==> src/rtl/dcg_pkg.sv <==
// What this block does
// - doze only while doze_enable bit 11 set
// - ratio field bits 14:12, reset 1:1
// - peripherals stay full rate during doze
// - doze leaves system clock source, rate untouched
// - slowed core clock stays synchronous to peripherals
// - return_on_interrupt bit 15: interrupt restores speed
// - return_on_interrupt clear: interrupts leave doze alone
// - disable bit stops all module clocks
// - disabled module registers ignore writes, reads invalid
// - module enabled only if clear and implemented
// - implemented modules reset with disable bit clear
// - setting disable stops module at next core tick, one cycle later at full rate
// - clearing disable restarts module at next core tick, one cycle later at full rate
package dcg_pkg;
   localparam int DCG_NUM_PERIPH = 8;
   localparam int DCG_CODE_W = 3;
   localparam int DCG_CNT_W = 7;
   // which peripherals exist in this variant
   localparam logic [7:0] DCG_IMPL_MASK = 8'hFF;
   // register byte offsets
   localparam logic [7:0] DCG_OFS_CLOCK_DIVIDER = 8'h00;
   localparam logic [7:0] DCG_OFS_PERIPH_GATE = 8'h04;
   localparam logic [7:0] DCG_OFS_STATUS = 8'h08;
   // clock_divider_register fields
   localparam int DCG_BIT_RETURN_ON_INTERRUPT = 15;
   localparam int DCG_BIT_RATIO_HI = 14;
   localparam int DCG_BIT_RATIO_LO = 12;
   localparam int DCG_BIT_DOZE_ENABLE = 11;
   // status register fields
   localparam int DCG_BIT_STAT_DOZE = 0;
   localparam int DCG_BIT_STAT_CODE_LO = 1;
   localparam int DCG_BIT_STAT_EN_LO = 8;
   // reset values
   localparam logic DCG_RST_DOZE_ENABLE = 1'b0;
   localparam logic DCG_RST_RETURN_ON_INTERRUPT = 1'b0;
   localparam logic [2:0] DCG_RST_RATIO = 3'h0;
   localparam logic [7:0] DCG_RST_PERIPH_GATE = 8'h00;
   localparam logic [6:0] DCG_RST_CNT = 7'h00;
   localparam logic [31:0] DCG_RST_RDATA = 32'h0000_0000;
   typedef enum logic [1:0] {
      DCG_ST_FULL = 2'b01,
      DCG_ST_DOZE = 2'b10
   } dcg_state_t;
   // divisor 2**code, counter wraps at divisor-1
   function automatic logic [6:0] dcg_div_limit(input logic [2:0] code);
      logic [7:0] div;
      div = 8'h01 << code;
      return 7'(div - 8'h01);
   endfunction
endpackage

==> src/rtl/dcg_core_divider.sv <==
`timescale 1ns/10ps
`default_nettype none
module dcg_core_divider
   import dcg_pkg::*;
(
   input wire logic i_clk,
   input wire logic i_nrst,
   input wire logic [2:0] i_code,
   output logic o_tick,
   output logic [2:0] o_code
);
   typedef struct packed {
      logic [6:0] cnt;
      logic [2:0] code;
   } dcg_div_t;
   dcg_div_t st;
   dcg_div_t next_st;
   logic tick;

   assign tick = (st.cnt == dcg_div_limit(st.code));
   always_comb begin
      next_st = st;
      if (tick) begin
         next_st.cnt = DCG_RST_CNT;
         next_st.code = i_code;
      end else begin
         next_st.cnt = 7'(st.cnt + 7'h01);
      end
   end
   always_ff @(posedge i_clk or negedge i_nrst) begin
      if (!i_nrst) begin
         st <= '{cnt: DCG_RST_CNT, code: DCG_RST_RATIO};
      end else begin
         st <= next_st;
      end
   end
   assign o_tick = tick;
   assign o_code = st.code;
endmodule
`default_nettype wire

==> src/rtl/dcg_gate_sync.sv <==
`timescale 1ns/10ps
`default_nettype none
module dcg_gate_sync
   import dcg_pkg::*;
(
   input wire logic i_clk,
   input wire logic i_nrst,
   input wire logic i_tick,
   input wire logic [7:0] i_request,
   output logic [7:0] o_enable
);
   typedef struct packed {
      logic [7:0] en;
   } dcg_gate_t;
   dcg_gate_t st;
   dcg_gate_t next_st;

   always_comb begin
      next_st = st;
      if (i_tick) begin
         next_st.en = i_request & DCG_IMPL_MASK;
      end
   end
   always_ff @(posedge i_clk or negedge i_nrst) begin
      if (!i_nrst) begin
         st.en <= DCG_IMPL_MASK;
      end else begin
         st <= next_st;
      end
   end
   assign o_enable = st.en;
endmodule
`default_nettype wire

==> src/rtl/dcg_clock_gating.sv <==
`timescale 1ns/10ps
`default_nettype none
module dcg_clock_gating
   import dcg_pkg::*;
(
   input wire logic I_MCLK,
   input wire logic I_NRST,
   input wire logic I_PSEL,
   input wire logic I_PENABLE,
   input wire logic I_PWRITE,
   input wire logic [7:0] I_PADDR,
   input wire logic [31:0] I_PWDATA,
   output logic [31:0] O_PRDATA,
   output logic O_PREADY,
   output logic O_PSLVERR,
   input wire logic I_IRQ,
   output logic O_CORE_CE,
   output logic O_SYS_CE,
   output logic [7:0] O_PERIPH_CLK_EN,
   output logic [7:0] O_PERIPH_REG_EN
);
   typedef struct packed {
      dcg_state_t state;
      logic doze_enable;
      logic return_on_interrupt;
      logic [2:0] ratio;
      logic [7:0] peripheral_clock_gate;
      logic [31:0] rdata;
      logic slverr;
   } dcg_top_t;
   dcg_top_t st;
   dcg_top_t next_st;

   logic core_tick;
   logic [2:0] applied_code;
   logic [2:0] req_code;
   logic [7:0] periph_en;
   logic setup;
   logic access;
   logic wr_div;
   logic wr_gate;
   logic mapped;

   assign setup = I_PSEL && !I_PENABLE;
   assign access = I_PSEL && I_PENABLE;
   assign mapped = (I_PADDR == DCG_OFS_CLOCK_DIVIDER) || (I_PADDR == DCG_OFS_PERIPH_GATE)
      || (I_PADDR == DCG_OFS_STATUS);
   assign wr_div = access && I_PWRITE && (I_PADDR == DCG_OFS_CLOCK_DIVIDER);
   assign wr_gate = access && I_PWRITE && (I_PADDR == DCG_OFS_PERIPH_GATE);

   // ratio reaches the core divider only while doze is on
   assign req_code = st.doze_enable ? st.ratio : DCG_RST_RATIO;

   dcg_core_divider u_div (
      .i_clk(I_MCLK),
      .i_nrst(I_NRST),
      .i_code(req_code),
      .o_tick(core_tick),
      .o_code(applied_code)
   );

   dcg_gate_sync u_gate (
      .i_clk(I_MCLK),
      .i_nrst(I_NRST),
      .i_tick(core_tick),
      .i_request(~st.peripheral_clock_gate),
      .o_enable(periph_en)
   );

   function automatic logic [31:0] read_word(input logic [7:0] addr, input dcg_top_t s,
      input logic [2:0] code, input logic [7:0] en);
      logic [31:0] w;
      w = DCG_RST_RDATA;
      unique case (addr)
         DCG_OFS_CLOCK_DIVIDER: begin
            w[DCG_BIT_RETURN_ON_INTERRUPT] = s.return_on_interrupt;
            w[DCG_BIT_RATIO_HI:DCG_BIT_RATIO_LO] = s.ratio;
            w[DCG_BIT_DOZE_ENABLE] = s.doze_enable;
         end
         DCG_OFS_PERIPH_GATE: begin
            w[7:0] = s.peripheral_clock_gate;
         end
         DCG_OFS_STATUS: begin
            w[DCG_BIT_STAT_DOZE] = (s.state == DCG_ST_DOZE);
            w[DCG_BIT_STAT_CODE_LO +: 3] = code;
            w[DCG_BIT_STAT_EN_LO +: 8] = en;
         end
         default: begin
            w = DCG_RST_RDATA;
         end
      endcase
      return w;
   endfunction

   always_comb begin
      next_st = st;
      // read data and error flag are prepared in the setup cycle
      if (setup) begin
         next_st.rdata = read_word(I_PADDR, st, applied_code, periph_en);
         next_st.slverr = !mapped;
      end
      if (wr_div) begin
         next_st.return_on_interrupt = I_PWDATA[DCG_BIT_RETURN_ON_INTERRUPT];
         next_st.ratio = I_PWDATA[DCG_BIT_RATIO_HI:DCG_BIT_RATIO_LO];
         next_st.doze_enable = I_PWDATA[DCG_BIT_DOZE_ENABLE];
      end
      if (wr_gate) begin
         next_st.peripheral_clock_gate = I_PWDATA[7:0];
      end
      // interrupt return; without the bit interrupts are ignored
      if (I_IRQ && st.return_on_interrupt && st.doze_enable) begin
         next_st.doze_enable = 1'b0;
      end
      // mode follows the request only at a core boundary
      if (core_tick) begin
         unique case (st.state)
            DCG_ST_FULL: begin
               if (st.doze_enable) begin
                  next_st.state = DCG_ST_DOZE;
               end
            end
            DCG_ST_DOZE: begin
               if (!st.doze_enable) begin
                  next_st.state = DCG_ST_FULL;
               end
            end
            default: begin
               next_st.state = DCG_ST_FULL;
            end
         endcase
      end
   end

   always_ff @(posedge I_MCLK or negedge I_NRST) begin
      if (!I_NRST) begin
         st.state <= DCG_ST_FULL;
         st.doze_enable <= DCG_RST_DOZE_ENABLE;
         st.return_on_interrupt <= DCG_RST_RETURN_ON_INTERRUPT;
         st.ratio <= DCG_RST_RATIO;
         st.peripheral_clock_gate <= DCG_RST_PERIPH_GATE;
         st.rdata <= DCG_RST_RDATA;
         st.slverr <= 1'b0;
      end else begin
         st <= next_st;
      end
   end

   assign O_PREADY = 1'b1;
   assign O_PRDATA = st.rdata;
   assign O_PSLVERR = access && st.slverr;
   assign O_CORE_CE = core_tick;
   // system and peripheral rate never depends on doze
   assign O_SYS_CE = 1'b1;
   assign O_PERIPH_CLK_EN = periph_en;
   assign O_PERIPH_REG_EN = periph_en;
endmodule
`default_nettype wire

==> config.mk <==
export PLATFORM = sky130hd
export DESIGN_NAME = dcg_clock_gating
export DESIGN_NICKNAME = d
export VERILOG_FILES = /design/src/rtl/dcg_pkg.sv /design/src/rtl/dcg_core_divider.sv /design/src/rtl/dcg_gate_sync.sv /design/src/rtl/dcg_clock_gating.sv
export SDC_FILE = /design/constraint.sdc
export NUM_CORES = 1
export LEC_CHECK = 0
export CORE_UTILIZATION = 50
export CTS_CLUSTER_DIAMETER = 80
export DETAILED_ROUTE_END_ITERATION = 10
export DONT_BUFFER_PORTS = 1
export PLACE_DENSITY = 0.73
export SYNTH_ARGS = -nofsm -noshare
export SYNTH_HDL_FRONTEND = slang
export SYNTH_SLANG_ARGS = --single-unit
==> constraint.sdc <==
create_clock -name I_MCLK -period 2.75 [get_ports I_MCLK]
set_clock_uncertainty 0.1 [all_clocks]
set_input_delay 0.55 -clock I_MCLK [delete_from_list [all_inputs] [get_ports I_MCLK]]
set_output_delay 0.55 -clock I_MCLK [all_outputs]
set_load 0.05 [all_outputs]
=== Word-level counts from Yosys, hierarchy flattened ===
Index checks and enable logic that the tools add are counted.

* Flip-flop bits (word level): 50
* Bits in writable memories: 0
* Bits in latches: 0
* Memory bits (read-only): 0
* Memories kept: 0
* Output and inout bits: 52

* $lt $le $gt $ge: 0
* $mul: 0
* Div/mod/pow operators: 0
* Mux-type cells: 11
* Add/subtract/negate cells: 2
* Equality and inequality tests: 7
* Shift-type cells: 1
* Bitwise gates (word level): 1
* Reduce and logical (&&, ||, !) cells: 15

{| class="wikitable"
|+ Operators with widths
! cell !! number
|-
| 5-bit one-hot mux with 2 select lines || 1
|-
| 8-bit by 3-bit == test with 1-bit output (second input constant) || 1
|-
| 8-bit by 4-bit == test with 1-bit output (second input constant) || 1
|-
| 1-bit logical AND || 8
|-
| 8-bit zero test || 1
|-
| 8-bit inverter || 1
|-
| 4-bit one-hot mux with 2 select lines || 1
|-
| 7-bit by 1-bit adder with 7-bit output (second input constant) || 1
|-
| 7-bit == test || 1
|-
| 7-bit two-way mux || 1
|-
| 1-bit by 3-bit << shifter with 7-bit output (first input constant) || 1
|-
| 7-bit by 1-bit subtractor with 7-bit output (second input constant) || 1
|-
| 3-bit two-way mux || 2
|-
| 5-bit two-way mux || 1
|-
| 2-bit two-way mux || 2
|-
| 4-bit two-way mux || 1
|-
| 2-bit != test (second input constant) || 2
|-
| 2-bit one-hot mux with 2 select lines || 1
|-
| 3-bit AND reduction || 1
|-
| 2-bit by 1-bit == test with 1-bit output (second input constant) || 1
|-
| 2-bit == test (second input constant) || 1
|-
| 1-bit zero test || 2
|-
| 1-bit logical OR || 2
|-
| 2-bit nonzero test || 1
|-
| 1-bit two-way mux || 1
|}

=== Depth between registers and ports, before layout ===
Gate-level depths: netlist of run 1.

* Depth after elaboration: 5
* Gate-level depth with buffers: 7
* Depth with buffers taken out: 6

=== Modules after synthesis ===
Synthesis of run 1 repeated with hierarchy kept, for this count alone.

* Cell total of the unflattened synthesis: 238
* Area, all modules: 2737.6 µm²

{| class="wikitable"
|+ By module, submodules not included
! module !! cells each !! sequential area each (µm²) !! area each (µm²) !! instances
|-
| dcg_clock_gating || 164 || 802.0 || 1803.0 || 1
|-
| dcg_core_divider || 57 || 250.2 || 593.1 || 1
|-
| dcg_gate_sync || 17 || 210.2 || 341.6 || 1
|}

=== Least setup slack after synthesis of run 1 ===
OpenSTA, ideal clock, no wires.

* Kind: register -> output
* Start: register u_div.st (netlist bit u_div.o_code[1])
* End: output port O_CORE_CE
* Buffers on the path: 1
* Data required time: 2.100 ns
* Setup slack: 0.345 ns
* Stages on the path, launching flop included: 7
* Data arrival time: 1.755 ns
* Path through: dfrtp_1 buf_6 or3_1 a21oi_2 o22ai_2 or2_4 inv_1

* Cells in the longest elaborated chain, start to end: 3

{| class="wikitable"
|+ Ends and longest elaborated chain
! what !! line !! text
|-
| start, declared || dcg_core_divider.sv:16 || <nowiki>dcg_div_t st;</nowiki>
|-
| start signal, assigned || dcg_core_divider.sv:32 || <nowiki>st <= '{cnt: DCG_RST_CNT, code: DCG_RST_RATIO};</nowiki>
|-
| start signal, assigned || dcg_core_divider.sv:34 || <nowiki>st <= next_st;</nowiki>
|-
| 1-bit by 3-bit << shifter with 7-bit output || dcg_pkg.sv:48 || <nowiki>div = 8'h01 << code;</nowiki>
|-
| 7-bit by 1-bit subtractor with 7-bit output || dcg_pkg.sv:49 || <nowiki>return 7'(div - 8'h01);</nowiki>
|-
| 7-bit == test || dcg_core_divider.sv:20 || <nowiki>assign tick = (st.cnt == dcg_div_limit(st.code));</nowiki>
|-
| end, declared || dcg_clock_gating.sv:17 || <nowiki>output logic O_CORE_CE,</nowiki>
|}

Every way passes these cells.

=== Final worst setup path of run 1 ===
* Start: register u_div.st (netlist bit u_div.o_code[0])
* End: output port O_CORE_CE

The elaborated chain is that of the path after synthesis.

==> results of run 1 <==
## per-stage QoR
step | std cells | power (mW) | worst slack [ns] | cell area (sq um)
2_1_floorplan | 269 | 0.940 | 0.345 | 2650
3_3_place_gp | 287 | 0.922 | 0.332 | 2400
3_5_place_dp | 287 | 0.923 | 0.325 | 2400
4_1_cts | 297 | 1.45 | 0.0156 | 2550
5_1_grt | 303 | 1.49 | 0.0214 | 2600
6_report | 303 | 1.44 | 0.112 | 2600
## sequential cells by signal (all words and copies together) (netlist names)
| name | cells |
|---|---|
| u_div.o_code | 3 |
| u_gate.o_enable | 8 |
| u_div.st | 7 |
| O_PRDATA | 16 |
| st | 16 |
## repair_timing
action                                 CTS  global route
setup buffers                            0             6
setup endpoints to repair                1             1
hold buffers                             2             0
gates resized for setup                  2             4
pin swaps                                0             1
endpoints found under the hold margin   50             0
## area by class of cell
cell class | instances | area (sq um) | share of cell area [%]
flip-flops and latches | 50 | 1270 | 48.6
multi-input cells | 163 | 1010 | 38.7
repair buffers | 13 | 128 | 4.90
well taps | 67 | 83.8 | 3.22
clock buffers | 6 | 72.6 | 2.79
clock inverters | 2 | 38.8 | 1.49
inverters | 2 | 7.51 | 0.288
## metal layers
layer | GRT usage [%] | up-vias | routed length [um] | part of all wire, %
li1 | - | 787 | - | -
met1 | 28.2 | 813 | 2300 | 47
met2 | 25.1 | 68 | 2160 | 44
met3 | 5.42 | 5 | 373 | 7.7
met4 | 5.77 | 0 | 37 | 0.76
met5 | 0 | - | 0 | 0
## power by group through the flow
stage	clock network (mW)	registers [mW]	logic [mW]
after floorplan	0	0.798	0.142
after global placement	0	0.829	0.0927
after detailed placement	0	0.829	0.0937
after CTS	0.522	0.815	0.114
after global routing	0.546	0.818	0.124
final	0.508	0.815	0.114
## path summary, 6_finish.rpt
kind / end / startpoint / depth (start not counted) / slack (ns)
worst max register to register: st[47] / u_div.o_code[0] / 5 / 0.72
worst min register to register: u_gate.o_enable[5] / st[38] / 1 / 0.37
max in group asynchronous: u_gate.o_enable[0] / I_NRST / 2 / 1.60
worst max-delay path: O_CORE_CE / u_div.o_code[0] / 6 / 0.11
min in group asynchronous: u_div.st[5] / I_NRST / 2 / 0.67
worst min-delay path: st[45] / I_IRQ / 1 / 0.26
## cell usage in the layout, fill, tap and decap left out, types with 2 or more instances in the layout
master and instances:
a22oi_1 9, a31oi_1 2, and3_1 2, buf_4 8
clkbuf_2 2, clkbuf_8 5, conb_1 18, dfrtp_1 38
dfrtp_2 3, dfstp_2 9, mux2_2 12, nand2_1 30
nand2b_1 2, nand3_1 3, nor2_1 8, nor2b_1 2
nor3_1 3, o21ai_0 35, o21ai_1 7, or3_1 2
xnor2_1 3, xor2_1 2
## cell families after synthesis
family	after synthesis	synth area share, %
AOI/OAI and AO/OA	63	15.3
xor gates and xnor gates	5	1.69
adders and majority gates	1	0.483
buffers and inverters	56	15.3
DFF	50	48.7
muxes	13	5.60
other	2	0.290
and+or+nand+nor	63	12.7
## cells in the mapped netlist (2+ instances only)
| cell | instances |
|---|---|
| buf_4 | 43 |
| dfrtp_1 | 41 |
| o21ai_0 | 35 |
| nand2_1 | 30 |
| mux2_2 | 12 |
| a22oi_1 | 9 |
| dfstp_2 | 9 |
| nor2_1 | 8 |
| o21ai_1 | 7 |
| clkbuf_1 | 6 |
| buf_6 | 3 |
| nand3_1 | 3 |
| nor3_1 | 3 |
| xnor2_1 | 3 |
| a31oi_1 | 2 |
| and3_1 | 2 |
| conb_1 | 2 |
| inv_1 | 2 |
| nand2b_1 | 2 |
| nor2b_1 | 2 |
| or3_1 | 2 |
| xor2_1 | 2 |
## critical path, delay by kind of cell, from the launching register on
kind,cells,cell delay [ns]
DFF,1,0.49
AOI/OAI and AO/OA,2,0.23
buffers and inverters,2,0.23
and+or+nand+nor,2,0.74
==> metrics.md, run 1 <==
| Metric | Value |
|---|---|
| Mapped cell area | about 2600 sq um |
| Die extent in x | ~74 um |
| Yosys reg bits | 50 |
| Share of cells above drive strength 1 | roughly 22% |
| Final Hold Viols | 0 |
| Slew @ Worst Pin | between 0.9 and 1 ns |
| Crit. End Element | output port |
| Fin. max-slew vios | 0 |
| Cell row count | 25 |
| Sequential Power Share | around 57% |
| IR drop worst, VDD | 0.000345 V |
| Setup Total Neg Slack | 0 ns |
| Ys flop type | dfrtp_1 |
| Detailed Routing Iterations Pass 1 | 4 |
| Startpoint types | flop |
| Leading area contributor after synthesis | dfrtp_1 |
| Logic pwr share | under 10% |
| CP Max Fanout | 15 |
| H-tree lvl count | 2 |
| P_sw | 0.389 mW |
| Ports | between 90 and 100 |
| Clock latency at the later pin of the worst-skew pair | about 0.3 ns |
| Initial Util | between 50% and 60% |
| Pin count of the biggest net entering global routing | slightly above 50 |
| Grt ovf | 0 |
| Routability cong. | between 0.8 and 0.9 |
| Post-synth top area share | approximately two fifths |
| Max transition margin | about 36% |
| Port buffer count | 0 |
| Worst setup path category | reg -> out |
| First-pass GRT wire length | 7410 um |
| Leak Pwr | ~1.1 nW |
| Setup Viol. Count Final | 0 |
| Initial antenna violation count | 0 |
| Utilization after layout | 53.7% |
| Root Driver | clkbuf_8 |
| Die ar. | roughly 5500 sq um |
| Fin crit share | between 90% and 100% |
| Via density | 5.52 |
| CTS tree | built |
| Critical path, cell by cell | or3_1 -> a21oi_2 -> o22ai_2 -> or2_4 -> inv_2 -> buf_12 |
| Initial drt markers | just under 90 |
| Vias | roughly 1700 |
| Layout fillers | 438 |
| P_int | approximately 1.0 mW |
| Overall Global Routing Usage | between 10% and 20% |
| Synth area leaders | dfrtp_1 40%, buf_4 12%, dfstp_2 9.1%, o21ai_0 6.8%, mux2_2 5.2% |
| Number of max-cap violations | 0 |
| Hold Path Class | in -> reg |
| Cells after Synth | ~250 |
| HPWL after detailed placement | 3390 um |
| Critical Path RT | 2.10 ns |
| Core area | 4850 sq um |
| Die Y | between 70 and 80 um |
| RSZ-0062 raised after global routing | false |
| Post-synth EDFFs | 0 |
| Area grow syn2layout | 0.434% |
| Minimum clock period | approximately 2.6 ns |
| Outcome | complete, no violations |
| Total clock sinks | 50 |
| CTS Buffer Depth | 2 |
| # nets final | 282 |
| Synth warn | 0 |
| Hold Slack | 0.256 ns |
| WL per Instance | 16.1 um |
| DRC errors left | 0 |
| WL final | 4870 um |
| Critical Path Max Stage Delay | 0.49 ns |
| Clock share of power | 35.3% |
| Antenna Nets Post-Route | 0 |
| Syn avg cell area | slightly above 10 sq um |
| Clock slew at reported path FFs | approximately 0.08 ns |
| Sw frac | a little over a quarter |
| PD cells | about 550 nW/um^2 |
| Crit path DAT | between 1.5 and 2 ns |
| ANT cells | 0 |
| Sequential area share after synthesis | between 40% and 50% |
| Slowest stage cell on the critical path | dfrtp_2 |
| CTS buffer count | 5 |
| Vias in the first global route | 1428 |
| Library cells used by synthesis | 47 |
| Max Clk Rate | approximately 380 MHz |
| Async SR Flop Fraction | between 90% and 100% |
(Power assumes the default switching activity.)
==> run 2: changes to the inputs <==
- ABC_AREA: unset -> 1
- SLEW_MARGIN: unset -> 20
==> metrics.md, run 2 <==
| Metric | Value |
|---|---|
| Outcome | complete, no violations |
| Yosys reg bits | 50 (unchanged) |
| Post-CTS sizing | 0 (-2) |
| Crit. End Element | output port |
| ANT cells | 0 (unchanged) |
| Detailed Routing Iterations Pass 1 | 4 (unchanged) |
| Ports | 98 (unchanged) |
| Die ar. | 5850 sq um (+6.8%) |
| Hold Path Class | in -> reg |
| Clock latency at the later pin of the worst-skew pair | 0.30 ns (about the same) |
| # placed instances | 367 (+28%) |
| Leak Pwr | 1.29 nW (+13%) |
| Share of cells above drive strength 1 | 17.9% (-4.1 points) |
| Hold Buf Count CTS | 2 (unchanged) |
| # nets final | 353 (+25%) |
| Leading area contributor after synthesis | dfrtp_1 |
| Startpoint types | flop |
| Finished Layout Cells | 377 (+24%) |
| Initial drt markers | 102 (+15%) |
| WL final | 5260 um (+8.1%) |
| WL per Instance | 14.0 um (-13%) |
| RSZ-0062 raised after global routing | false |
| Core area | 5240 sq um (+8.0%) |
| Initial Util | 52.9% (-0.53 points) |
| Area grow syn2layout | -2.12% |
| Area taken by flip-flops and latches | 1260 sq um (-0.30%) |
| Fin. max-slew vios | 0 (unchanged) |
| Initial antenna violation count | 0 (unchanged) |
| Most common cell after layout, fill and taps aside | nand2_1 |
| CTS Buffer Depth | 2 (unchanged) |
| Antenna Nets Post-Route | 0 (unchanged) |
| Synth area leaders | dfrtp_1 37%, nand2_1 12%, buf_4 12%, dfstp_2 8.5%, nand3_1 6.5% |
| Overall Global Routing Usage | 19.2% (+0.75 points) |
| Pin count of the biggest net entering global routing | 51 (unchanged) |
| Vias in the first global route | 1772 (+24%) |
| Routability cong. | 0.794 (-2.7%) |
| Mapped cell area | 2770 sq um (+6.9%) |
| Vias | 1918 (+15%) |
| Die Y | 76.5 um (+3.3%) |
| Setup Viol. Count Final | 0 (unchanged) |
| Crit path DAT | 1.92 ns (-0.07 ns) |
| Multi-input logic area | 1100 sq um (+9.6%) |
| HPWL after detailed placement | 3750 um (+11%) |
| Layout fillers | 487 (+11%) |
| Most frequent cells in the layout | 89 x nand2_1, 41 x dfrtp_1, 36 x nand3_1, 24 x nor2_1, 18 x conb_1 |
| Slew @ Worst Pin | 0.568 ns (-0.395 ns) |
| CP Max Fanout | 10 (-5) |
| Number of max-cap violations | 0 (unchanged) |
| Max Clk Rate | 389 MHz (+2.5%) |
| Die extent in x | 76.5 um (+3.3%) |
| Grt ovf | 0 (unchanged) |
| Clock slew at reported path FFs | 0.09 ns (about the same) |
| DRC errors left | 0 (unchanged) |
| Max transition margin | 62.1% (+26 points) |
| Syn avg cell area | 8.43 sq um (-18%) |
| Most common cell in the synthesized netlist | nand2_1 |
| CTS tree | built |
| Post-synth EDFFs | 0 (unchanged) |
| First-pass GRT wire length | 8770 um (+18%) |
| Via density | 5.09 (-7.9%) |
| Sequential area share after synthesis | 45.5% (-3.2 points) |
| Final Hold Viols | 0 (unchanged) |
| Library cells used by synthesis | 29 (-38%) |
| Total clock sinks | 50 (unchanged) |
| Setup Total Neg Slack | 0 ns (unchanged) |
| Post-CTS Setup Bufs | 0 (unchanged) |
| Root Driver | clkbuf_8 |
| Fin crit share | 93.6% (-2.4 points) |
| Post-synth top area share | 37.0% (-2.6 points) |
| CTS buffer count | 5 (unchanged) |
| Worst setup path category | reg -> out |
| H-tree lvl count | 2 (unchanged) |
| PD cells | 611 nW/um^2 (+11%) |
| Cell row count | 26 (+4.0%) |
| Async SR Flop Fraction | 100% (unchanged) |
| Critical Path RT | 2.10 ns (about the same) |
| Synth warn | 0 (unchanged) |
| Post-synth top cells | 89 x nand2_1, 43 x buf_4, 41 x dfrtp_1 |
| Cells after Synth | 329 (+30%) |
| Ys flop type | dfrtp_1 |
| Port buffer count | 0 (unchanged) |
| Minimum clock period | 2.57 ns (-0.0648 ns) |
| IR drop worst, VDD | 0.000306 V (-11%) |
run 2: worst paths after layout:
| kind | from | slack (ns) | cells after the start | end |
|---|---|---|---|---|
| worst min register to register | st[37] | 0.35 | 1 | u_gate.o_enable[4] |
| min in group asynchronous | I_NRST | 0.67 | 2 | O_PRDATA[15] |
| worst min-delay path | I_PWDATA[4] | 0.28 | 2 | st[37] |
| max in group asynchronous | I_NRST | 1.61 | 2 | u_gate.o_enable[1] |
| worst max-delay path | u_div.o_code[2] | 0.18 | 6 | O_CORE_CE |
| worst max register to register | u_div.o_code[2] | 0.77 | 7 | u_div.st[5] |
run 2: power by group:
part,internal (mW),total (mW),switching (mW)
registers,0.790,0.935,0.146
clock network,0.272,0.512,0.240
logic,0.0560,0.210,0.155
total,1.12,1.66,0.540
run 2: worst max-delay path: stages (launching register included):
cell     delay, ns
dfrtp_1       0.61
inv_2         0.11
o21ai_2       0.16
nand2_1       0.09
nor2_4        0.18
nand2_4       0.06
inv_1         0.42
run 2: metrics by stage:
step	utilization (%)	setup WS, ns	power, mW	instance area [sq um]	hold slack (ns)
after detailed placement	49.0	0.534	1.14	2570	0.156
after global placement	49.0	0.566	1.14	2570	0.156
after CTS	51.8	0.168	1.67	2710	0.275
final	51.8	0.177	1.66	2710	0.280
after global routing	51.8	0.0385	1.73	2710	0.271
after floorplan	-	0.707	1.16	2830	0.154
run 2: logic make-up after synthesis:
family | after synthesis | share of synthesized area (%)
flops | 50 | 45.5
compound gates | 26 | 6.68
simple gates | 174 | 29.3
fa+ha+maj | 1 | 0.451
xor+xnor | 3 | 0.948
other cells | 2 | 0.271
buf+inv | 73 | 16.8
run 2: cell type report:
class	count	area share (%)
Clock buffer	6	2.67
Clock inverter	2	1.38
Inverter	20	2.77
Multi-Input combinational cell	222	40.7
Sequential cell	50	46.5
Tap cell	70	3.23
Timing Repair Buffer	7	2.77
run 2: per-layer routing:
layer	vias up	GRT usage (%)	share of wire [%]
li1	942	-	-
met1	896	25.2	43
met2	78	30.2	48
met3	2	6.35	9.0
met4	0	5.77	0.59
met5	-	0	0
